## config.mk

```make
export PLATFORM = sky130hd
export DESIGN_NAME = timer_channel
export DESIGN_NICKNAME = d
export VERILOG_FILES = /design/src/shared/timer_channel_pkg.sv /design/src/design/pin_edge_sync.sv /design/src/design/timer_channel.sv
export SDC_FILE = /design/constraint.sdc
export NUM_CORES = 1
export LEC_CHECK = 0
export ABC_CLOCK_PERIOD_IN_PS = 2500
export BUFFER_PORTS_ARGS = -buffer_cell sky130_fd_sc_hd__buf_2
export CORE_ASPECT_RATIO = 1.5
export CORE_MARGIN = 5
export CORE_UTILIZATION = 25
export DETAILED_ROUTE_END_ITERATION = 6
export GPL_ROUTABILITY_DRIVEN = 0
export GPL_TIMING_DRIVEN = 1
export MAX_ROUTING_LAYER = met4
export SETUP_SLACK_MARGIN = 0.15
export SYNTH_ARGS = -nofsm -noshare
export SYNTH_HDL_FRONTEND = slang
export SYNTH_SLANG_ARGS = --single-unit
```

## constraint.sdc

```tcl
create_clock -name hclk -period 2.5 [get_ports hclk]
set_clock_uncertainty 0.05 [all_clocks]
set_input_delay 0.375 -clock hclk [delete_from_list [all_inputs] [get_ports hclk]]
set_output_delay 0.375 -clock hclk [all_outputs]
set_load 0.005 [all_outputs]
```

## src/shared/timer_channel_pkg.sv

```systemverilog
package timer_channel_pkg;

    // register byte addresses, one aligned word each
    localparam logic [7:0]  OFS_STATUS_CONTROL = 8'h00;
    localparam logic [7:0]  OFS_VALUE_HIGH     = 8'h04;
    localparam logic [7:0]  OFS_VALUE_LOW      = 8'h08;

    // channel_status_control field positions
    localparam int unsigned SC_FLAG_BIT        = 7;
    localparam int unsigned SC_MODE_B_BIT      = 5;
    localparam int unsigned SC_MODE_A_BIT      = 4;
    localparam int unsigned SC_ELS_HI_BIT      = 3;
    localparam int unsigned SC_ELS_LO_BIT      = 2;
    localparam logic [7:0]  SC_WRITE_MASK      = 8'h7c;

    localparam logic [7:0]  SC_RESET           = 8'h00;
    localparam logic [15:0] VALUE_RESET        = 16'h0000;
    localparam logic [15:0] FREE_RUN_TOP       = 16'hffff;
    localparam logic [15:0] MODULO_NONE        = 16'h0000;
    localparam logic [1:0]  CLK_NONE           = 2'h0;

    localparam logic [1:0]  ELS_OFF            = 2'h0;
    localparam logic [1:0]  ELS_01             = 2'h1;
    localparam logic [1:0]  ELS_10             = 2'h2;
    localparam logic [1:0]  ELS_11             = 2'h3;

    typedef enum logic [1:0] {
        MODE_CAPTURE,
        MODE_COMPARE,
        MODE_EDGE_ALIGNED_PWM,
        MODE_CENTER_ALIGNED_PWM
    } chan_mode_e;

    function automatic chan_mode_e chan_mode(input logic cas, input logic [7:0] sc);
        if (cas)
            return MODE_CENTER_ALIGNED_PWM;
        else if (sc[SC_MODE_B_BIT])
            return MODE_EDGE_ALIGNED_PWM;
        else if (sc[SC_MODE_A_BIT])
            return MODE_COMPARE;
        else
            return MODE_CAPTURE;
    endfunction

endpackage

```

## src/design/pin_edge_sync.sv

```systemverilog
module pin_edge_sync (
    input  wire logic hclk,
    input  wire logic hresetn,
    input  wire logic pin_raw,
    output logic      rise,
    output logic      fall
);
    logic s1_q;
    logic s2_q;
    logic s3_q;
    logic level_q;

    always_ff @(posedge hclk or negedge hresetn) begin
        if (!hresetn) begin
            s1_q <= 1'b0;
            s2_q <= 1'b0;
            s3_q <= 1'b0;
        end else begin
            s1_q <= pin_raw;
            s2_q <= s1_q;
            s3_q <= s2_q;
        end
    end

    // a new level counts only once the second and third stages agree
    always_ff @(posedge hclk or negedge hresetn) begin
        if (!hresetn) begin
            level_q <= 1'b0;
            rise    <= 1'b0;
            fall    <= 1'b0;
        end else begin
            rise <= 1'b0;
            fall <= 1'b0;
            if (s2_q == s3_q && s3_q != level_q) begin
                level_q <= s3_q;
                rise    <= s3_q;
                fall    <= !s3_q;
            end
        end
    end
endmodule // pin_edge_sync

```

## src/design/timer_channel.sv

```systemverilog
// What this block does
// - without centre mode and mode B clear, mode A picks capture or compare
// - edge/level select 00 releases the pin from every timer function
// - capture edge: 01 rising, 10 falling, 11 either edge
// - compare match: 01 toggles pin, 10 drives low, 11 drives high
// - without centre mode, mode B set gives edge PWM: 10 high-true cleared, x1 low-true set
// - centre mode gives centre PWM, 10 clears and x1 sets on up-compare
// - value register holds capture or compare value, reset to zero
// - in capture, a byte read freezes both bytes until the other is read
// - status/control write releases the read latch, even in debug
// - value writes are discarded while in capture mode
// - in debug, read latch frozen and reads return live contents
// - compare writes are buffered; no clock means load on second byte
// - compare with clock loads buffer at next counter step
// - PWM with clock loads buffer when counter reaches modulo or 0xffff
// - status/control write restarts the write buffer sequence
// - the two bytes may arrive in either order
// - in debug, value writes go straight into the register
// - debug writes leave a partial buffered sequence intact
// - flag sets on capture edge or on counter match
// - clock select 00 means no counter clock
//
// The implementer's own choices: the AHB-Lite register port and the placing of the registers.
module timer_channel #(
    parameter int unsigned ADDR_W = 8
) (
    input  wire logic              hclk,
    input  wire logic              hresetn,
    input  wire logic              hsel,
    input  wire logic [ADDR_W-1:0] haddr,
    input  wire logic [1:0]        htrans,
    input  wire logic              hwrite,
    input  wire logic [2:0]        hsize,
    input  wire logic [31:0]       hwdata,
    input  wire logic              hready,
    output logic                   hreadyout,
    output logic                   hresp,
    output logic [31:0]            hrdata,
    input  wire logic [15:0]       counter_value,
    input  wire logic              counter_step,
    input  wire logic              count_up,
    input  wire logic [1:0]        clock_select,
    input  wire logic [15:0]       modulo_value,
    input  wire logic              center_aligned_select,
    input  wire logic              background_debug_mode,
    input  wire logic              chan_pin_in,
    output logic                   chan_pin_out,
    output logic                   chan_pin_oe,
    output logic                   channel_event_flag
);
    logic [7:0]        sc_q;
    logic [15:0]       value_q;
    logic [15:0]       wbuf_q;
    logic [15:0]       wbuf_d;
    logic [15:0]       rd_buf_q;
    logic              wr_hi_seen_q;
    logic              wr_lo_seen_q;
    logic              xfer_pend_q;
    logic              rd_latched_q;
    logic              rd_first_hi_q;
    logic              flag_armed_q;
    logic              wr_pend_q;
    logic [7:0]        wr_addr_q;
    logic              pin_rise;
    logic              pin_fall;
    timer_channel_pkg::chan_mode_e mode;
    logic [1:0]        els;
    logic              acc;
    logic [7:0]        acc_addr;
    logic              rd_sc;
    logic              rd_val;
    logic              rd_is_hi;
    logic              wr_sc;
    logic              wr_vh;
    logic              wr_vl;
    logic              wr_val;
    logic              debug;
    logic              buf_wr;
    logic              seq_done;
    logic              clk_on;
    logic [15:0]       counter_top;
    logic              match;
    logic              xfer_now;
    logic              cap_edge;
    logic              event_hit;
    logic [15:0]       rd_view;

    pin_edge_sync u_sync (
        .hclk    (hclk),
        .hresetn (hresetn),
        .pin_raw (chan_pin_in),
        .rise    (pin_rise),
        .fall    (pin_fall)
    );

    assign mode     = timer_channel_pkg::chan_mode(center_aligned_select, sc_q);
    assign els      = sc_q[timer_channel_pkg::SC_ELS_HI_BIT:timer_channel_pkg::SC_ELS_LO_BIT];
    assign debug    = background_debug_mode;
    assign acc      = hsel && htrans[1] && hready;
    assign acc_addr = haddr[7:0];
    assign rd_sc    = acc && !hwrite && acc_addr == timer_channel_pkg::OFS_STATUS_CONTROL;
    assign rd_is_hi = acc_addr == timer_channel_pkg::OFS_VALUE_HIGH;
    assign rd_val   = acc && !hwrite && (rd_is_hi || acc_addr == timer_channel_pkg::OFS_VALUE_LOW);
    assign wr_sc    = wr_pend_q && wr_addr_q == timer_channel_pkg::OFS_STATUS_CONTROL;
    assign wr_vh    = wr_pend_q && wr_addr_q == timer_channel_pkg::OFS_VALUE_HIGH;
    assign wr_vl    = wr_pend_q && wr_addr_q == timer_channel_pkg::OFS_VALUE_LOW;
    assign wr_val   = (wr_vh || wr_vl) && mode != timer_channel_pkg::MODE_CAPTURE;

    assign clk_on   = clock_select != timer_channel_pkg::CLK_NONE;
    assign counter_top = (modulo_value == timer_channel_pkg::MODULO_NONE) ?
                         timer_channel_pkg::FREE_RUN_TOP : modulo_value;

    // byte merge into the write buffer, either order
    assign wbuf_d   = {wr_vh ? hwdata[7:0] : wbuf_q[15:8],
                       wr_vl ? hwdata[7:0] : wbuf_q[7:0]};
    assign buf_wr   = wr_val && !debug;
    assign seq_done = buf_wr && (wr_vh || wr_hi_seen_q) && (wr_vl || wr_lo_seen_q);

    // counter_step marks the first cycle that counter_value shows a new count
    assign match    = clk_on && counter_step && counter_value == value_q &&
                      mode != timer_channel_pkg::MODE_CAPTURE;
    assign xfer_now = xfer_pend_q && counter_step && mode != timer_channel_pkg::MODE_CAPTURE &&
                      (mode == timer_channel_pkg::MODE_COMPARE || counter_value == counter_top);
    // edges seen while the pin settles into capture are not filtered
    assign cap_edge = mode == timer_channel_pkg::MODE_CAPTURE &&
                      ((els[0] && pin_rise) || (els[1] && pin_fall));
    assign event_hit = cap_edge || match;

    // bus write data arrives one cycle after its address phase
    always_ff @(posedge hclk or negedge hresetn) begin
        if (!hresetn) begin
            wr_pend_q <= 1'b0;
            wr_addr_q <= 8'h00;
        end else begin
            wr_pend_q <= acc && hwrite;
            if (acc && hwrite)
                wr_addr_q <= acc_addr;
        end
    end

    always_ff @(posedge hclk or negedge hresetn) begin
        if (!hresetn) begin
            sc_q <= timer_channel_pkg::SC_RESET;
        end else begin
            if (wr_sc)
                sc_q[6:0] <= (hwdata[6:0] & timer_channel_pkg::SC_WRITE_MASK[6:0]);
            // a new event beats a clear in the same cycle
            if (event_hit)
                sc_q[timer_channel_pkg::SC_FLAG_BIT] <= 1'b1;
            else if (wr_sc && !hwdata[timer_channel_pkg::SC_FLAG_BIT] && flag_armed_q)
                sc_q[timer_channel_pkg::SC_FLAG_BIT] <= 1'b0;
        end
    end

    // the clear needs a read of the flag set first; any new event restarts it
    always_ff @(posedge hclk or negedge hresetn) begin
        if (!hresetn)
            flag_armed_q <= 1'b0;
        else if (event_hit)
            flag_armed_q <= 1'b0;
        else if (rd_sc && sc_q[timer_channel_pkg::SC_FLAG_BIT])
            flag_armed_q <= 1'b1;
        else if (wr_sc)
            flag_armed_q <= 1'b0;
    end

    always_ff @(posedge hclk or negedge hresetn) begin
        if (!hresetn) begin
            value_q <= timer_channel_pkg::VALUE_RESET;
        end else if (cap_edge) begin
            value_q <= counter_value;
        end else if (wr_val && debug) begin
            if (wr_vh)
                value_q[15:8] <= hwdata[7:0];
            if (wr_vl)
                value_q[7:0] <= hwdata[7:0];
        end else if (seq_done && !clk_on) begin
            value_q <= wbuf_d;
        end else if (xfer_now) begin
            value_q <= wbuf_q;
        end
    end

    always_ff @(posedge hclk or negedge hresetn) begin
        if (!hresetn)
            wbuf_q <= timer_channel_pkg::VALUE_RESET;
        else if (buf_wr)
            wbuf_q <= wbuf_d;
    end

    always_ff @(posedge hclk or negedge hresetn) begin
        if (!hresetn) begin
            wr_hi_seen_q <= 1'b0;
            wr_lo_seen_q <= 1'b0;
            xfer_pend_q  <= 1'b0;
        end else if (wr_sc) begin
            wr_hi_seen_q <= 1'b0;
            wr_lo_seen_q <= 1'b0;
            xfer_pend_q  <= 1'b0;
        end else begin
            if (seq_done) begin
                wr_hi_seen_q <= 1'b0;
                wr_lo_seen_q <= 1'b0;
            end else if (buf_wr) begin
                wr_hi_seen_q <= wr_hi_seen_q || wr_vh;
                wr_lo_seen_q <= wr_lo_seen_q || wr_vl;
            end
            if (seq_done && clk_on)
                xfer_pend_q <= 1'b1;
            else if (xfer_now)
                xfer_pend_q <= 1'b0;
        end
    end

    // reads act in the address phase so hrdata can come from a flop
    always_ff @(posedge hclk or negedge hresetn) begin
        if (!hresetn) begin
            rd_latched_q  <= 1'b0;
            rd_first_hi_q <= 1'b0;
            rd_buf_q      <= timer_channel_pkg::VALUE_RESET;
        end else if (wr_sc) begin
            rd_latched_q <= 1'b0;
        end else if (rd_val && !debug && mode == timer_channel_pkg::MODE_CAPTURE) begin
            if (!rd_latched_q) begin
                rd_latched_q  <= 1'b1;
                rd_first_hi_q <= rd_is_hi;
                rd_buf_q      <= value_q;
            end else if (rd_is_hi != rd_first_hi_q) begin
                rd_latched_q <= 1'b0;
            end
        end
    end

    assign rd_view = (rd_latched_q && !debug && mode == timer_channel_pkg::MODE_CAPTURE) ?
                     rd_buf_q : value_q;

    always_ff @(posedge hclk or negedge hresetn) begin
        if (!hresetn) begin
            hrdata    <= 32'h0000_0000;
            hreadyout <= 1'b0;
            hresp     <= 1'b0;
        end else begin
            hreadyout <= 1'b1;
            hresp     <= 1'b0;
            if (acc && !hwrite) begin
                case (acc_addr)
                    timer_channel_pkg::OFS_STATUS_CONTROL: hrdata <= {24'h000000, sc_q[7:2], 2'h0};
                    timer_channel_pkg::OFS_VALUE_HIGH:     hrdata <= {24'h000000, rd_view[15:8]};
                    timer_channel_pkg::OFS_VALUE_LOW:      hrdata <= {24'h000000, rd_view[7:0]};
                    default:                               hrdata <= 32'h0000_0000;
                endcase
            end
        end
    end

    always_ff @(posedge hclk or negedge hresetn) begin
        if (!hresetn)
            chan_pin_oe <= 1'b0;
        else
            chan_pin_oe <= els != timer_channel_pkg::ELS_OFF &&
                           mode != timer_channel_pkg::MODE_CAPTURE;
    end

    always_ff @(posedge hclk or negedge hresetn) begin
        if (!hresetn) begin
            chan_pin_out <= 1'b0;
        end else if (els == timer_channel_pkg::ELS_OFF) begin
            chan_pin_out <= 1'b0;
        end else begin
            case (mode)
                timer_channel_pkg::MODE_COMPARE: begin
                    if (match) begin
                        case (els)
                            timer_channel_pkg::ELS_01: chan_pin_out <= !chan_pin_out;
                            timer_channel_pkg::ELS_10: chan_pin_out <= 1'b0;
                            default:                   chan_pin_out <= 1'b1;
                        endcase
                    end
                end
                timer_channel_pkg::MODE_EDGE_ALIGNED_PWM: begin
                    // match after period start wins, so value zero gives 0% duty
                    if (match)
                        chan_pin_out <= els != timer_channel_pkg::ELS_10;
                    else if (clk_on && counter_step && counter_value == 16'h0000)
                        chan_pin_out <= els == timer_channel_pkg::ELS_10;
                end
                timer_channel_pkg::MODE_CENTER_ALIGNED_PWM: begin
                    if (match && count_up)
                        chan_pin_out <= els != timer_channel_pkg::ELS_10;
                    else if (match)
                        chan_pin_out <= els == timer_channel_pkg::ELS_10;
                end
                default: chan_pin_out <= chan_pin_out;
            endcase
        end
    end

    always_ff @(posedge hclk or negedge hresetn) begin
        if (!hresetn)
            channel_event_flag <= 1'b0;
        else
            channel_event_flag <= sc_q[timer_channel_pkg::SC_FLAG_BIT];
    end
endmodule // timer_channel

```

==> Flow_metrics.wiki, run 1 <==
{| class="wikitable"
! Metric !! Value
|-
| Chip height || 182 µm
|-
| H-tree lvl count || 3
|-
| Tightest slew margin relative to the limit || 0.645
|-
| Count of yosys warnings during synthesis || 0
|-
| Area of the mapped netlist || 4950 µm²
|-
| Num ports || 126
|-
| Cts bufs inserted || 9
|-
| First-pass GRT wire length || 21,600 µm
|-
| R2r worst-path depth || 10
|-
| Register-to-register setup slack || 0.25 ns
|-
| Total routing resource utilization after global routing || 0.125
|-
| Setup slack at placement || -0.0707 ns
|-
| Share of total power in the clock network || 0.334
|-
| Detailed router's first-iteration violation count || 154
|-
| Horizontal die dimension || 125 µm
|-
| Part of the cycle the worst path needs || 0.898
|-
| Number of flops mapped to enable cells by yosys || 0
|-
| Required @ worst endpoint || 2.68 ns
|-
| Fill count || 2,027
|-
| Clock tree from TritonCTS || yes
|-
| Category of the worst setup path launch point || flip-flop
|-
| CP Data Arrival Time || 2.42 ns
|-
| Aggregate routed wire length || 14,100 µm
|-
| Gate count after technology mapping || 494
|-
| Main synth FF type || dfrtp_1
|-
| Worst-margin pin slew || 0.530 ns
|-
| Fin util || 0.318
|-
| Post-route DRC violation count || 0
|-
| Antenna-violating nets left || 0
|-
| Final WS setup || 0.254 ns
|-
| Clock tree buffer depth || 2
|-
| Via density per instance || 4.61
|-
| Class of the tightest hold or removal check || primary input to asynchronous set/reset pin
|-
| Count of unique library cells instantiated by Yosys || 61
|-
| Fraction of layout instances using a drive strength above 1 || 0.290
|-
| Routed len/inst || 16.2 µm
|-
| Internal power || 0.00299 W
|-
| Final Hold Viols || 1
|-
| Capturing element of the worst setup path || value_q[0]
|-
| Dpl cell area || 5800 µm²
|-
| Max-cap violation count || 0
|-
| Critical path start-end classification || flip-flop to flip-flop
|-
| LEAKAGE || 2.90 nW
|-
| Total net switching power || 0.00138 W
|-
| Hpwl dp || 11,200 µm
|-
| Number of synthesized register bits || 87
|-
| Unrepaired setup endpoints after global routing || true
|-
| Number of global-route vias before repair || 3,948
|-
| Largest fanout on the critical path || 8
|-
| Clock-pin slew of the registers on the worst-case setup and hold paths || 0.07 ns
|-
| Final cell area excluding filler cells || 6230 µm²
|-
| DIE AREA || 22,800 µm²
|-
| Total number of vias || 4,000
|-
| Site Rows || 63
|-
| Result of the run || finished with violations
|-
| Buffers on Ports || 72
|-
| Antenna violations before repair || 0
|-
| Hold bufs inserted after CTS || 0
|-
| Post-route total power || 0.00438 W
|-
| Final setup viols || 0
|-
| Hold Slack || -0.00348 ns
|-
| Final-report max-slew violation count || 0
|-
| First-pass DRT Iterations || 4
|-
| Post-layout nets || 695
|-
| Layout-stage area growth over the synthesis result || 26.0%
|-
| Worst reg2reg path startpoint || sc_q[4]
|-
| Worst R2R End || value_q[0]
|-
| PD cells || 702 nW/µm²
|-
| Aggregate global routing overflow || 0
|-
| Launching instance or port of the critical path || sc_q[4]
|-
| Violations in the final reports || negative hold slack
|-
| Part of the Yosys area used for sequential elements || 0.440
|-
| Highest clock rate || 0.445 GHz
|-
| Switching power share of the total || 0.316
|-
| Avg Inst Size Synth || 10.0 µm²
|-
| Worst Setup End Kind || flip-flop
|-
| Skew-Pair Late Insertion Delay || 0.34 ns
|-
| Largest net degree at the start of global routing || 88
|-
| Core Region || 19,600 µm²
|-
| Sequential fraction of design power || 0.424
|-
| CTS Root Buffer Type || clkbuf_16
|-
| Number of clock sinks || 87
|-
| Worst-case vdd ir drop || 0.000320 V
|-
| Diode insertion count for antenna repair || 0
|-
| Starting Density || 0.252
|-
| Power share of the combinational group || 0.242
|-
| Post-route minimum period || 2.25 ns
|-
| Async set or reset register ratio after synthesis || 1.00
|}
[cell families after synthesis]
group,synth area share
buffers and inverters,0.0685
other,0.00152
multiplexers,0.105
XOR/XNOR,0.0602
AND/OR/NAND/NOR,0.162
flip-flops,0.440
AO/OA/AOI/OAI,0.151
adder cells (fa/ha/maj),0.0121
[metrics by stage]
step,setup TNS [ns],std cells
final,0,867
after global routing,0,867
after CTS,0,863
after detailed placement,-0.421,846
after global placement,-0.114,846
after floorplan,0,518
[state kept, by name, summed over array words and instances (netlist names)]
register and flops:
u_sync.s1_q 1, u_sync.s2_q 1, value_q 16, u_sync.fall 1, u_sync.s3_q 1, xfer_pend_q 1, wr_lo_seen_q 1, hrdata 8
u_sync.level_q 1, chan_pin_out 1, wr_pend_q 1, rd_buf_q 16, u_sync.rise 1, wbuf_q 16, chan_pin_oe 1, wr_hi_seen_q 1
wr_addr_q 8, flag_armed_q 1, hreadyout 1, channel_event_flag 1, sc_q 6, rd_first_hi_q 1, rd_latched_q 1
[per-layer routing]
| metal | track usage | up-vias | share of wire |
|---|---|---|---|
| li1 | - | 1943 | - |
| met2 | 0.229 | 119 | 0.54 |
| met1 | 0.141 | 1912 | 0.40 |
| met4 | 0.0516 | 0 | 0.031 |
| met5 | - | - | 0 |
| met3 | 0.0117 | 26 | 0.037 |
[how the worst min path moves through the flow]
stage / from / endpoint / slack (ns) / depth (start not counted)
global route: hresetn / u_sync.s1_q / 0.04 / 2
detailed placement: u_sync.s1_q / u_sync.s2_q / 0.30 / 0
CTS: hresetn / chan_pin_out / 0.04 / 2
global placement: u_sync.s1_q / u_sync.s2_q / 0.29 / 0
floorplan: hresetn / chan_pin_oe / 0.03 / 0
finish: hresetn / u_sync.s1_q / -0.003 / 2
[placed cells by master (no fill, tap or decap), drive strengths merged, types with 6 or more instances in the layout]
master	instances
a21oi	24
a22o	23
buf	114
clkbuf	10
conb	26
dfrtp	87
inv	21
mux2	24
mux2i	25
nand2	60
nand3	8
nand4	15
nor2	19
nor2b	8
nor3	6
nor4	13
o21ai	29
xnor2	19
xor2	15
[cell usage after synthesis, types with 10 or more instances]
| cell | number | area, µm² |
|---|---|---|
| a21oi_1 | 22 | 110 |
| xor2_1 | 15 | 131 |
| nand2_1 | 59 | 221 |
| mux2i_1 | 25 | 250 |
| a22o_1 | 21 | 184 |
| nand4_1 | 15 | 93.8 |
| xnor2_1 | 19 | 166 |
| nor4_1 | 10 | 62.6 |
| nor2_1 | 19 | 71.3 |
| dfrtp_1 | 87 | 2180 |
| mux2_2 | 24 | 270 |
| inv_1 | 20 | 75.1 |
| buf_4 | 25 | 188 |
| clkbuf_1 | 11 | 41.3 |
| o21ai_0 | 28 | 140 |
[cell type report]
class,count,area [µm²],share of cell area
Clock buffer,10,229,0.0367
Clock inverter,6,93.8,0.0151
Inverter,21,78.8,0.0126
Multi-Input combinational cell,369,2600,0.417
Sequential cell,87,2180,0.349
Tap cell,260,325,0.0522
Timing Repair Buffer,114,732,0.117
[timing repair]
| action | CTS | global route |
|---|---|---|
| endpoints found under the hold margin | 0 | 0 |
| setup buffers | 1 | 4 |
| gates resized for setup | 7 | 7 |
| pin swaps | 3 | 3 |
| endpoints found under the setup margin | 22 | 44 |
[worst max-delay path, stage by stage, from the launching register on]
cell,delay (ns)
dfrtp_1,0.40
a21o_1,0.20
inv_1,0.10
ha_4,0.18
buf_4,0.15
nor2b_4,0.05
and2_1,0.16
a211o_1,0.34
o32a_4,0.24
buf_12,0.15
mux2i_1,0.11
[power groups by stage]
stage | combinational (W) | clock (W) | sequential [W]
6_report | 0.00106 | 0.00146 | 0.00185
4_1_cts | 0.00105 | 0.00149 | 0.00185
2_1_floorplan | 0.000682 | 0 | 0.00182
5_1_grt | 0.00117 | 0.00155 | 0.00189
3_3_place_gp | 0.00103 | 0 | 0.00187
3_5_place_dp | 0.00104 | 0 | 0.00188
(Power assumes the default switching activity.)
==> inputs of run 2 (changes only) <==
--- a/config.mk
+++ b/config.mk
@@ -8,3 +8,3 @@
 export ABC_CLOCK_PERIOD_IN_PS = 2500
-export BUFFER_PORTS_ARGS = -buffer_cell sky130_fd_sc_hd__buf_2
+export BUFFER_PORTS_ARGS = -buffer_cell sky130_fd_sc_hd__buf_4
 export CORE_ASPECT_RATIO = 1.5
@@ -16,2 +16,3 @@
 export MAX_ROUTING_LAYER = met4
+export RECOVER_POWER = 100
 export SETUP_SLACK_MARGIN = 0.15
--- a/constraint.sdc
+++ b/constraint.sdc
@@ -4,2 +4,2 @@
 set_output_delay 0.375 -clock hclk [all_outputs]
-set_load 0.005 [all_outputs]
+set_load 0.05 [all_outputs]
==> Flow_metrics.wiki, run 2 (synthesized netlist as in run 1, its figures left out) <==
{| class="wikitable"
! Metric !! Value
|-
| Cts bufs inserted || 9 (unchanged)
|-
| Diode insertion count for antenna repair || 0 (unchanged)
|-
| Worst-margin pin slew || 1.16 ns (+0.635 ns)
|-
| Result of the run || completed
|-
| Clock tree buffer depth || 2 (unchanged)
|-
| Unrepaired setup endpoints after global routing || false
|-
| Largest net degree at the start of global routing || 46 (-48%)
|-
| Layout-stage area growth over the synthesis result || 27.0%
|-
| Part of the cycle the worst path needs || 0.914 (+0.0160)
|-
| Largest fanout on the critical path || 4 (-4)
|-
| Fill count || 2,037 (+0.49%)
|-
| Core Region || 19,600 µm² (unchanged)
|-
| Post-route minimum period || 2.29 ns (+0.0400 ns)
|-
| Horizontal die dimension || 125 µm (unchanged)
|-
| Via density per instance || 4.62 (+0.23%)
|-
| Critical-path cell list || inv_1 -> a21o_1 -> inv_1 -> ha_4 -> buf_4 -> nor2b_4 -> buf_4 -> nand3b_1 -> nor4_1 -> clkbuf_1 -> a21o_1 -> nand4_1 -> a21oi_1
|-
| CP bufs+invs || 5 (+2)
|-
| H-tree lvl count || 3 (unchanged)
|-
| Met2 wire length || 7570 µm (+0.56%)
|-
| Antenna-violating nets left || 0 (unchanged)
|-
| CP max-delay cell || dfrtp_1
|-
| Non-Filler Instances || 865 (-0.23%)
|-
| Worst-case vdd ir drop || 0.000281 V (-12%)
|-
| Class of the tightest hold or removal check || primary input to flip-flop
|-
| Highest layer used for signal routing || met4
|-
| Chip height || 182 µm (unchanged)
|-
| Detailed router's first-iteration violation count || 134 (-13%)
|-
| Post-layout nets || 694 (-0.14%)
|-
| Max-cap violation count || 0 (unchanged)
|-
| Highest clock rate || 0.437 GHz (-1.7%)
|-
| Final setup viols || 0 (unchanged)
|-
| Critical path start-end classification || flip-flop to flip-flop
|-
| Antenna violations before repair || 0 (unchanged)
|-
| Clock tree from TritonCTS || yes
|-
| DIE AREA || 22,800 µm² (unchanged)
|-
| Fraction of layout instances using a drive strength above 1 || 0.260 (-0.0304)
|-
| LEAKAGE || 2.86 nW (-1.5%)
|-
| Required @ worst endpoint || 2.71 ns (+0.03 ns)
|-
| Hpwl dp || 11,500 µm (+2.5%)
|-
| Num ports || 126 (unchanged)
|-
| Tightest slew margin relative to the limit || 0.224 (-0.422)
|-
| Number of clock sinks || 87 (unchanged)
|-
| First-pass DRT Iterations || 4 (unchanged)
|-
| Worst path max stage delay || 0.37 ns (-0.03 ns)
|-
| Largest registers in the final layout || rd_buf_q (16), value_q (16), wbuf_q (16)
|-
| Leading cell type in the layout, fill and taps excluded || buf_4
|-
| Total number of vias || 4,000 (unchanged)
|-
| Sum of routed wire segments on met1 || 5650 µm (+1.5%)
|-
| Post-route DRC violation count || 0 (unchanged)
|-
| PD cells || 708 nW/µm² (+0.85%)
|-
| Category of the worst setup path launch point || flip-flop
|-
| Worst Setup End Kind || flip-flop
|-
| Number of global-route vias before repair || 4,102 (+3.9%)
|-
| Count of placed standard cells including taps || 840 (-0.71%)
|-
| Site Rows || 63 (unchanged)
|-
| Starting Density || 0.252 (unchanged)
|-
| Clock-pin slew of the registers on the worst-case setup and hold paths || 0.06 ns (about the same)
|-
| Skew-Pair Late Insertion Delay || 0.34 ns (about the same)
|-
| Met3 routed wirelength || 614 µm (+19%)
|-
| Aggregate global routing overflow || 0 (unchanged)
|-
| Kind of cell with the highest combined delay on the critical path || buffers and inverters
|-
| CP Data Arrival Time || 2.50 ns (+0.08 ns)
|-
| CTS Root Buffer Type || clkbuf_16
|-
| Final Hold Viols || 0 (-1)
|-
| Buffers on Ports || 72 (unchanged)
|-
| Routed len/inst || 16.6 µm (+2.6%)
|-
| Post-route total power || 0.00445 W (+1.7%)
|-
| First-pass GRT wire length || 21,900 µm (+1.4%)
|-
| Aggregate routed wire length || 14,400 µm (+2.4%)
|-
| Final-report max-slew violation count || 0 (unchanged)
|-
| Most frequent cells in the layout || 88 x buf_4, 87 x dfrtp_1, 58 x nand2_1
|-
| Total routing resource utilization after global routing || 0.128 (+0.00236)
|}
run 2: worst paths after layout:
path                       depth (start not counted)      endpoint        start  slack [ns]
min in group asynchronous                          2       sc_q[2]      hresetn        0.76
min                                                1   u_sync.s1_q  chan_pin_in        0.11
max reg2reg                                       13  chan_pin_out      sc_q[5]        0.21
max in group asynchronous                          3     wr_pend_q      hresetn        0.55
max                                               13  chan_pin_out      sc_q[5]        0.21
min reg2reg                                        0   u_sync.s2_q  u_sync.s1_q        0.30
run 2: timing repair:
item / CTS / global route
resized for setup: 6 / 11
buffers inserted: 0 / 9
pin swaps: 0 / 6
hold buffers: 1 / 0
setup endpoints to repair: 21 / 39
hold endpoints to repair: 1 / 0
run 2: where the power goes:
group | internal (W) | total (W) | switching (W)
sequential | 0.00163 | 0.00186 | 0.000225
combinational | 0.000489 | 0.00123 | 0.000742
clock | 0.000776 | 0.00136 | 0.000583
total | 0.00290 | 0.00445 | 0.00155
run 2: per-layer routing:
metal | GRT usage | up-vias
met1 | 0.136 | 1896
met5 | - | -
met3 | 0.0182 | 32
met2 | 0.231 | 134
li1 | - | 1938
met4 | 0.0634 | 0
run 2: final cells by class:
class                      count  area [µm²]  area share
tap                          260         325      0.0518
sequential                    87        2180       0.346
clock buffer                   9         225      0.0358
multi-input combinational    369        2580       0.411
timing repair buffer         113         827       0.132
inverter                      21        78.8      0.0125
clock inverter                 6        70.1      0.0111
run 2: through the flow:
stage / worst slack [ns] / hold WS [ns] / util / area (µm²) / setup TNS (ns)
3_5_place_dp: -0.107 / 0.288 / 0.301 / 5920 / -0.793
5_1_grt: 0.0849 / 0.105 / 0.320 / 6280 / 0
6_report: 0.214 / 0.109 / 0.320 / 6280 / 0
4_1_cts: 0.152 / 0.0767 / 0.319 / 6250 / 0
2_1_floorplan: 0.183 / 0.0294 / - / 5040 / 0
3_3_place_gp: -0.0813 / 0.288 / 0.301 / 5920 / -0.604
==> inputs of run 3 (changes only) <==
- ABC_CLOCK_PERIOD_IN_PS: 2500 -> 2250
- clock period: 2.5 -> 2.25 ns (I/O delays scaled with it)
==> Flow_metrics.wiki, run 3 (synthesized netlist as in run 1, its figures left out) <==
{| class="wikitable"
! Metric !! Value
|-
| Worst Setup End Kind || flip-flop
|-
| Hpwl dp || 12,000 µm (+4.4%)
|-
| Clock-pin slew of the registers on the worst-case setup and hold paths || 0.07 ns (about the same)
|-
| Tightest slew margin relative to the limit || 0.244 (+0.0203)
|-
| Capturing element of the worst setup path || hrdata[4]
|-
| First-pass GRT wire length || 23,200 µm (+5.8%)
|-
| Cts bufs inserted || 9 (unchanged)
|-
| Highest clock rate || 0.454 GHz (+3.8%)
|-
| Buffers on Ports || 72 (unchanged)
|-
| LEAKAGE || 3.09 nW (+8.2%)
|-
| DIE AREA || 22,800 µm² (unchanged)
|-
| Final-report max-slew violation count || 0 (unchanged)
|-
| Class of the tightest hold or removal check || primary input to flip-flop
|-
| First-pass DRT Iterations || 4 (unchanged)
|-
| Met2 wire length || 7940 µm (+4.9%)
|-
| Post-layout nets || 728 (+4.9%)
|-
| Aggregate routed wire length || 15,100 µm (+4.8%)
|-
| Diode insertion count for antenna repair || 0 (unchanged)
|-
| Antenna violations before repair || 0 (unchanged)
|-
| Setup TNS || 0 ns (unchanged)
|-
| Final Hold Viols || 0 (unchanged)
|-
| Worst-margin pin slew || 1.13 ns (-0.0304 ns)
|-
| Total routing resource utilization after global routing || 0.135 (+0.00727)
|-
| Critical path start-end classification || flip-flop to flip-flop
|-
| Chip height || 182 µm (unchanged)
|-
| Final setup viols || 0 (unchanged)
|-
| Launch instance of the worst min-delay path || chan_pin_in
|-
| CP Data Arrival Time || 2.45 ns (-0.05 ns)
|-
| Required @ worst endpoint || 2.50 ns (-0.21 ns)
|-
| Number of global-route vias before repair || 4,268 (+4.0%)
|-
| Skew-Pair Late Insertion Delay || 0.35 ns (about the same)
|-
| Routed len/inst || 16.8 µm (+0.73%)
|-
| Category of the worst setup path launch point || flip-flop
|-
| Core Region || 19,600 µm² (unchanged)
|-
| Leading cell type in the layout, fill and taps excluded || buf_4
|-
| Unrepaired setup endpoints after global routing || true
|-
| Fraction of layout instances using a drive strength above 1 || 0.367 (+0.108)
|-
| CP max-delay cell || dfrtp_1
|-
| Horizontal die dimension || 125 µm (unchanged)
|-
| Via density per instance || 4.61 (-0.36%)
|-
| Largest registers in the final layout || rd_buf_q (16), value_q (16), wbuf_q (16)
|-
| Detailed router's first-iteration violation count || 200 (+49%)
|-
| Final WS setup || 0.0476 ns (-0.166 ns)
|-
| Num ports || 126 (unchanged)
|-
| Worst path max stage delay || 0.41 ns (+0.04 ns)
|-
| Launching instance or port of the critical path || sc_q[4]
|-
| Hold Slack || 0.0696 ns (-0.0393 ns)
|-
| Met3 routed wirelength || 562 µm (-8.5%)
|-
| Antenna-violating nets left || 0 (unchanged)
|-
| Highest layer used for signal routing || met4
|-
| Worst R2R End || hrdata[4]
|-
| H-tree lvl count || 3 (unchanged)
|-
| Post-route minimum period || 2.20 ns (-0.0837 ns)
|-
| Largest fanout on the critical path || 6 (+2)
|-
| Post-route DRC violation count || 0 (unchanged)
|-
| Layout-stage area growth over the synthesis result || 38.5%
|-
| Sum of routed wire segments on met1 || 5940 µm (+5.0%)
|-
| Cells on Worst Hold Path || 1 (unchanged)
|-
| Starting Density || 0.252 (unchanged)
|-
| Clock tree from TritonCTS || yes
|-
| Fill count || 1,966 (-3.5%)
|-
| Number of clock sinks || 87 (unchanged)
|-
| Site Rows || 63 (unchanged)
|-
| Critical-path cell list || a21o_1 -> inv_2 -> ha_4 -> buf_4 -> nor2b_4 -> buf_6 -> buf_6 -> nand3_2 -> a311o_1 -> o21ai_1 -> a22o_1
|-
| Aggregate global routing overflow || 0 (unchanged)
|-
| Fin util || 0.349 (+0.0289)
|-
| Worst-case vdd ir drop || 0.000302 V (+7.5%)
|-
| Part of the cycle the worst path needs || 0.979 (+0.0644)
|-
| Max-cap violation count || 0 (unchanged)
|-
| Setup slack at placement || -0.195 ns (-0.0878 ns)
|-
| R2r worst-path depth || 11 (-2)
|-
| Worst reg2reg path startpoint || sc_q[4]
|-
| Register-to-register setup slack || 0.05 ns (-0.17 ns)
|-
| Most frequent cells in the layout || 114 x buf_4, 87 x dfrtp_1, 43 x nand2_1
|-
| Total number of vias || 4,147 (+3.7%)
|-
| PD cells || 752 nW/µm² (+6.3%)
|-
| Result of the run || completed
|-
| CTS Root Buffer Type || clkbuf_16
|-
| Clock tree buffer depth || 2 (unchanged)
|-
| Cell repeated most along the worst path || buf_6
|-
| Largest net degree at the start of global routing || 45 (-2.2%)
|}
run 3: changes by cell type in the layout (fill, tap and decap cells not counted), sizes merged:
| cell | before | now |
|---|---|---|
| buf | 92 | 129 |
| clkbuf | 29 | 25 |
| clkinv | 1 | 5 |
| clkinvlp | 3 | 0 |
| nand2 | 60 | 61 |
run 3: report_power, final:
group	switching [W]	total [W]	internal (W)
Combinational	0.000904	0.00155	0.000647
Sequential	0.000252	0.00207	0.00182
Clock	0.000662	0.00153	0.000872
run 3: per-stage QoR:
step	area (µm²)	cells	total power (W)
6_report	6850	900	0.00515
5_1_grt	6850	900	0.00542
4_1_cts	6660	894	0.00513
3_5_place_dp	6190	871	0.00352
3_3_place_gp	6190	871	0.00350
2_1_floorplan	5090	518	0.00294
run 3: worst min path at each step:
stage,end,slack (ns)
after floorplan,chan_pin_oe,-0.008
after global placement,u_sync.s2_q,0.28
after detailed placement,u_sync.s2_q,0.29
after CTS,u_sync.s1_q,0.03
after global routing,u_sync.s1_q,0.06
final,u_sync.s1_q,0.07
run 3: final cells by class:
| class | count | area [µm²] | share of cell area |
|---|---|---|---|
| inverters | 21 | 78.8 | 0.0115 |
| flip-flops and latches | 87 | 2180 | 0.318 |
| clock buffers | 9 | 225 | 0.0329 |
| repair buffers | 146 | 1160 | 0.170 |
| clock inverters | 7 | 78.8 | 0.0115 |
| well taps | 260 | 325 | 0.0475 |
| multi-input cells | 370 | 2800 | 0.409 |
run 3: layer usage:
metal	vias up	global-route usage
li1	2010	-
met1	1980	0.145
met2	124	0.239
met3	33	0.0234
met4	0	0.0694
met5	-	-
run 3: timing repair:
action / in CTS / in global routing
endpoints found under the setup margin: 44 / 40
buffers inserted: 6 / 5
endpoints found under the hold margin: 43 / 0
hold buffers: 1 / 0
gates cloned: 0 / 1
gates resized for setup: 26 / 63
pin swaps: 12 / 15
run 3: critical path, delay by kind of cell (launching register included):
family / cells / cell delay [ns]
flops: 1 / 0.41
buf+inv: 4 / 0.46
compound gates: 4 / 0.86
fa+ha+maj: 1 / 0.15
simple gates: 2 / 0.22
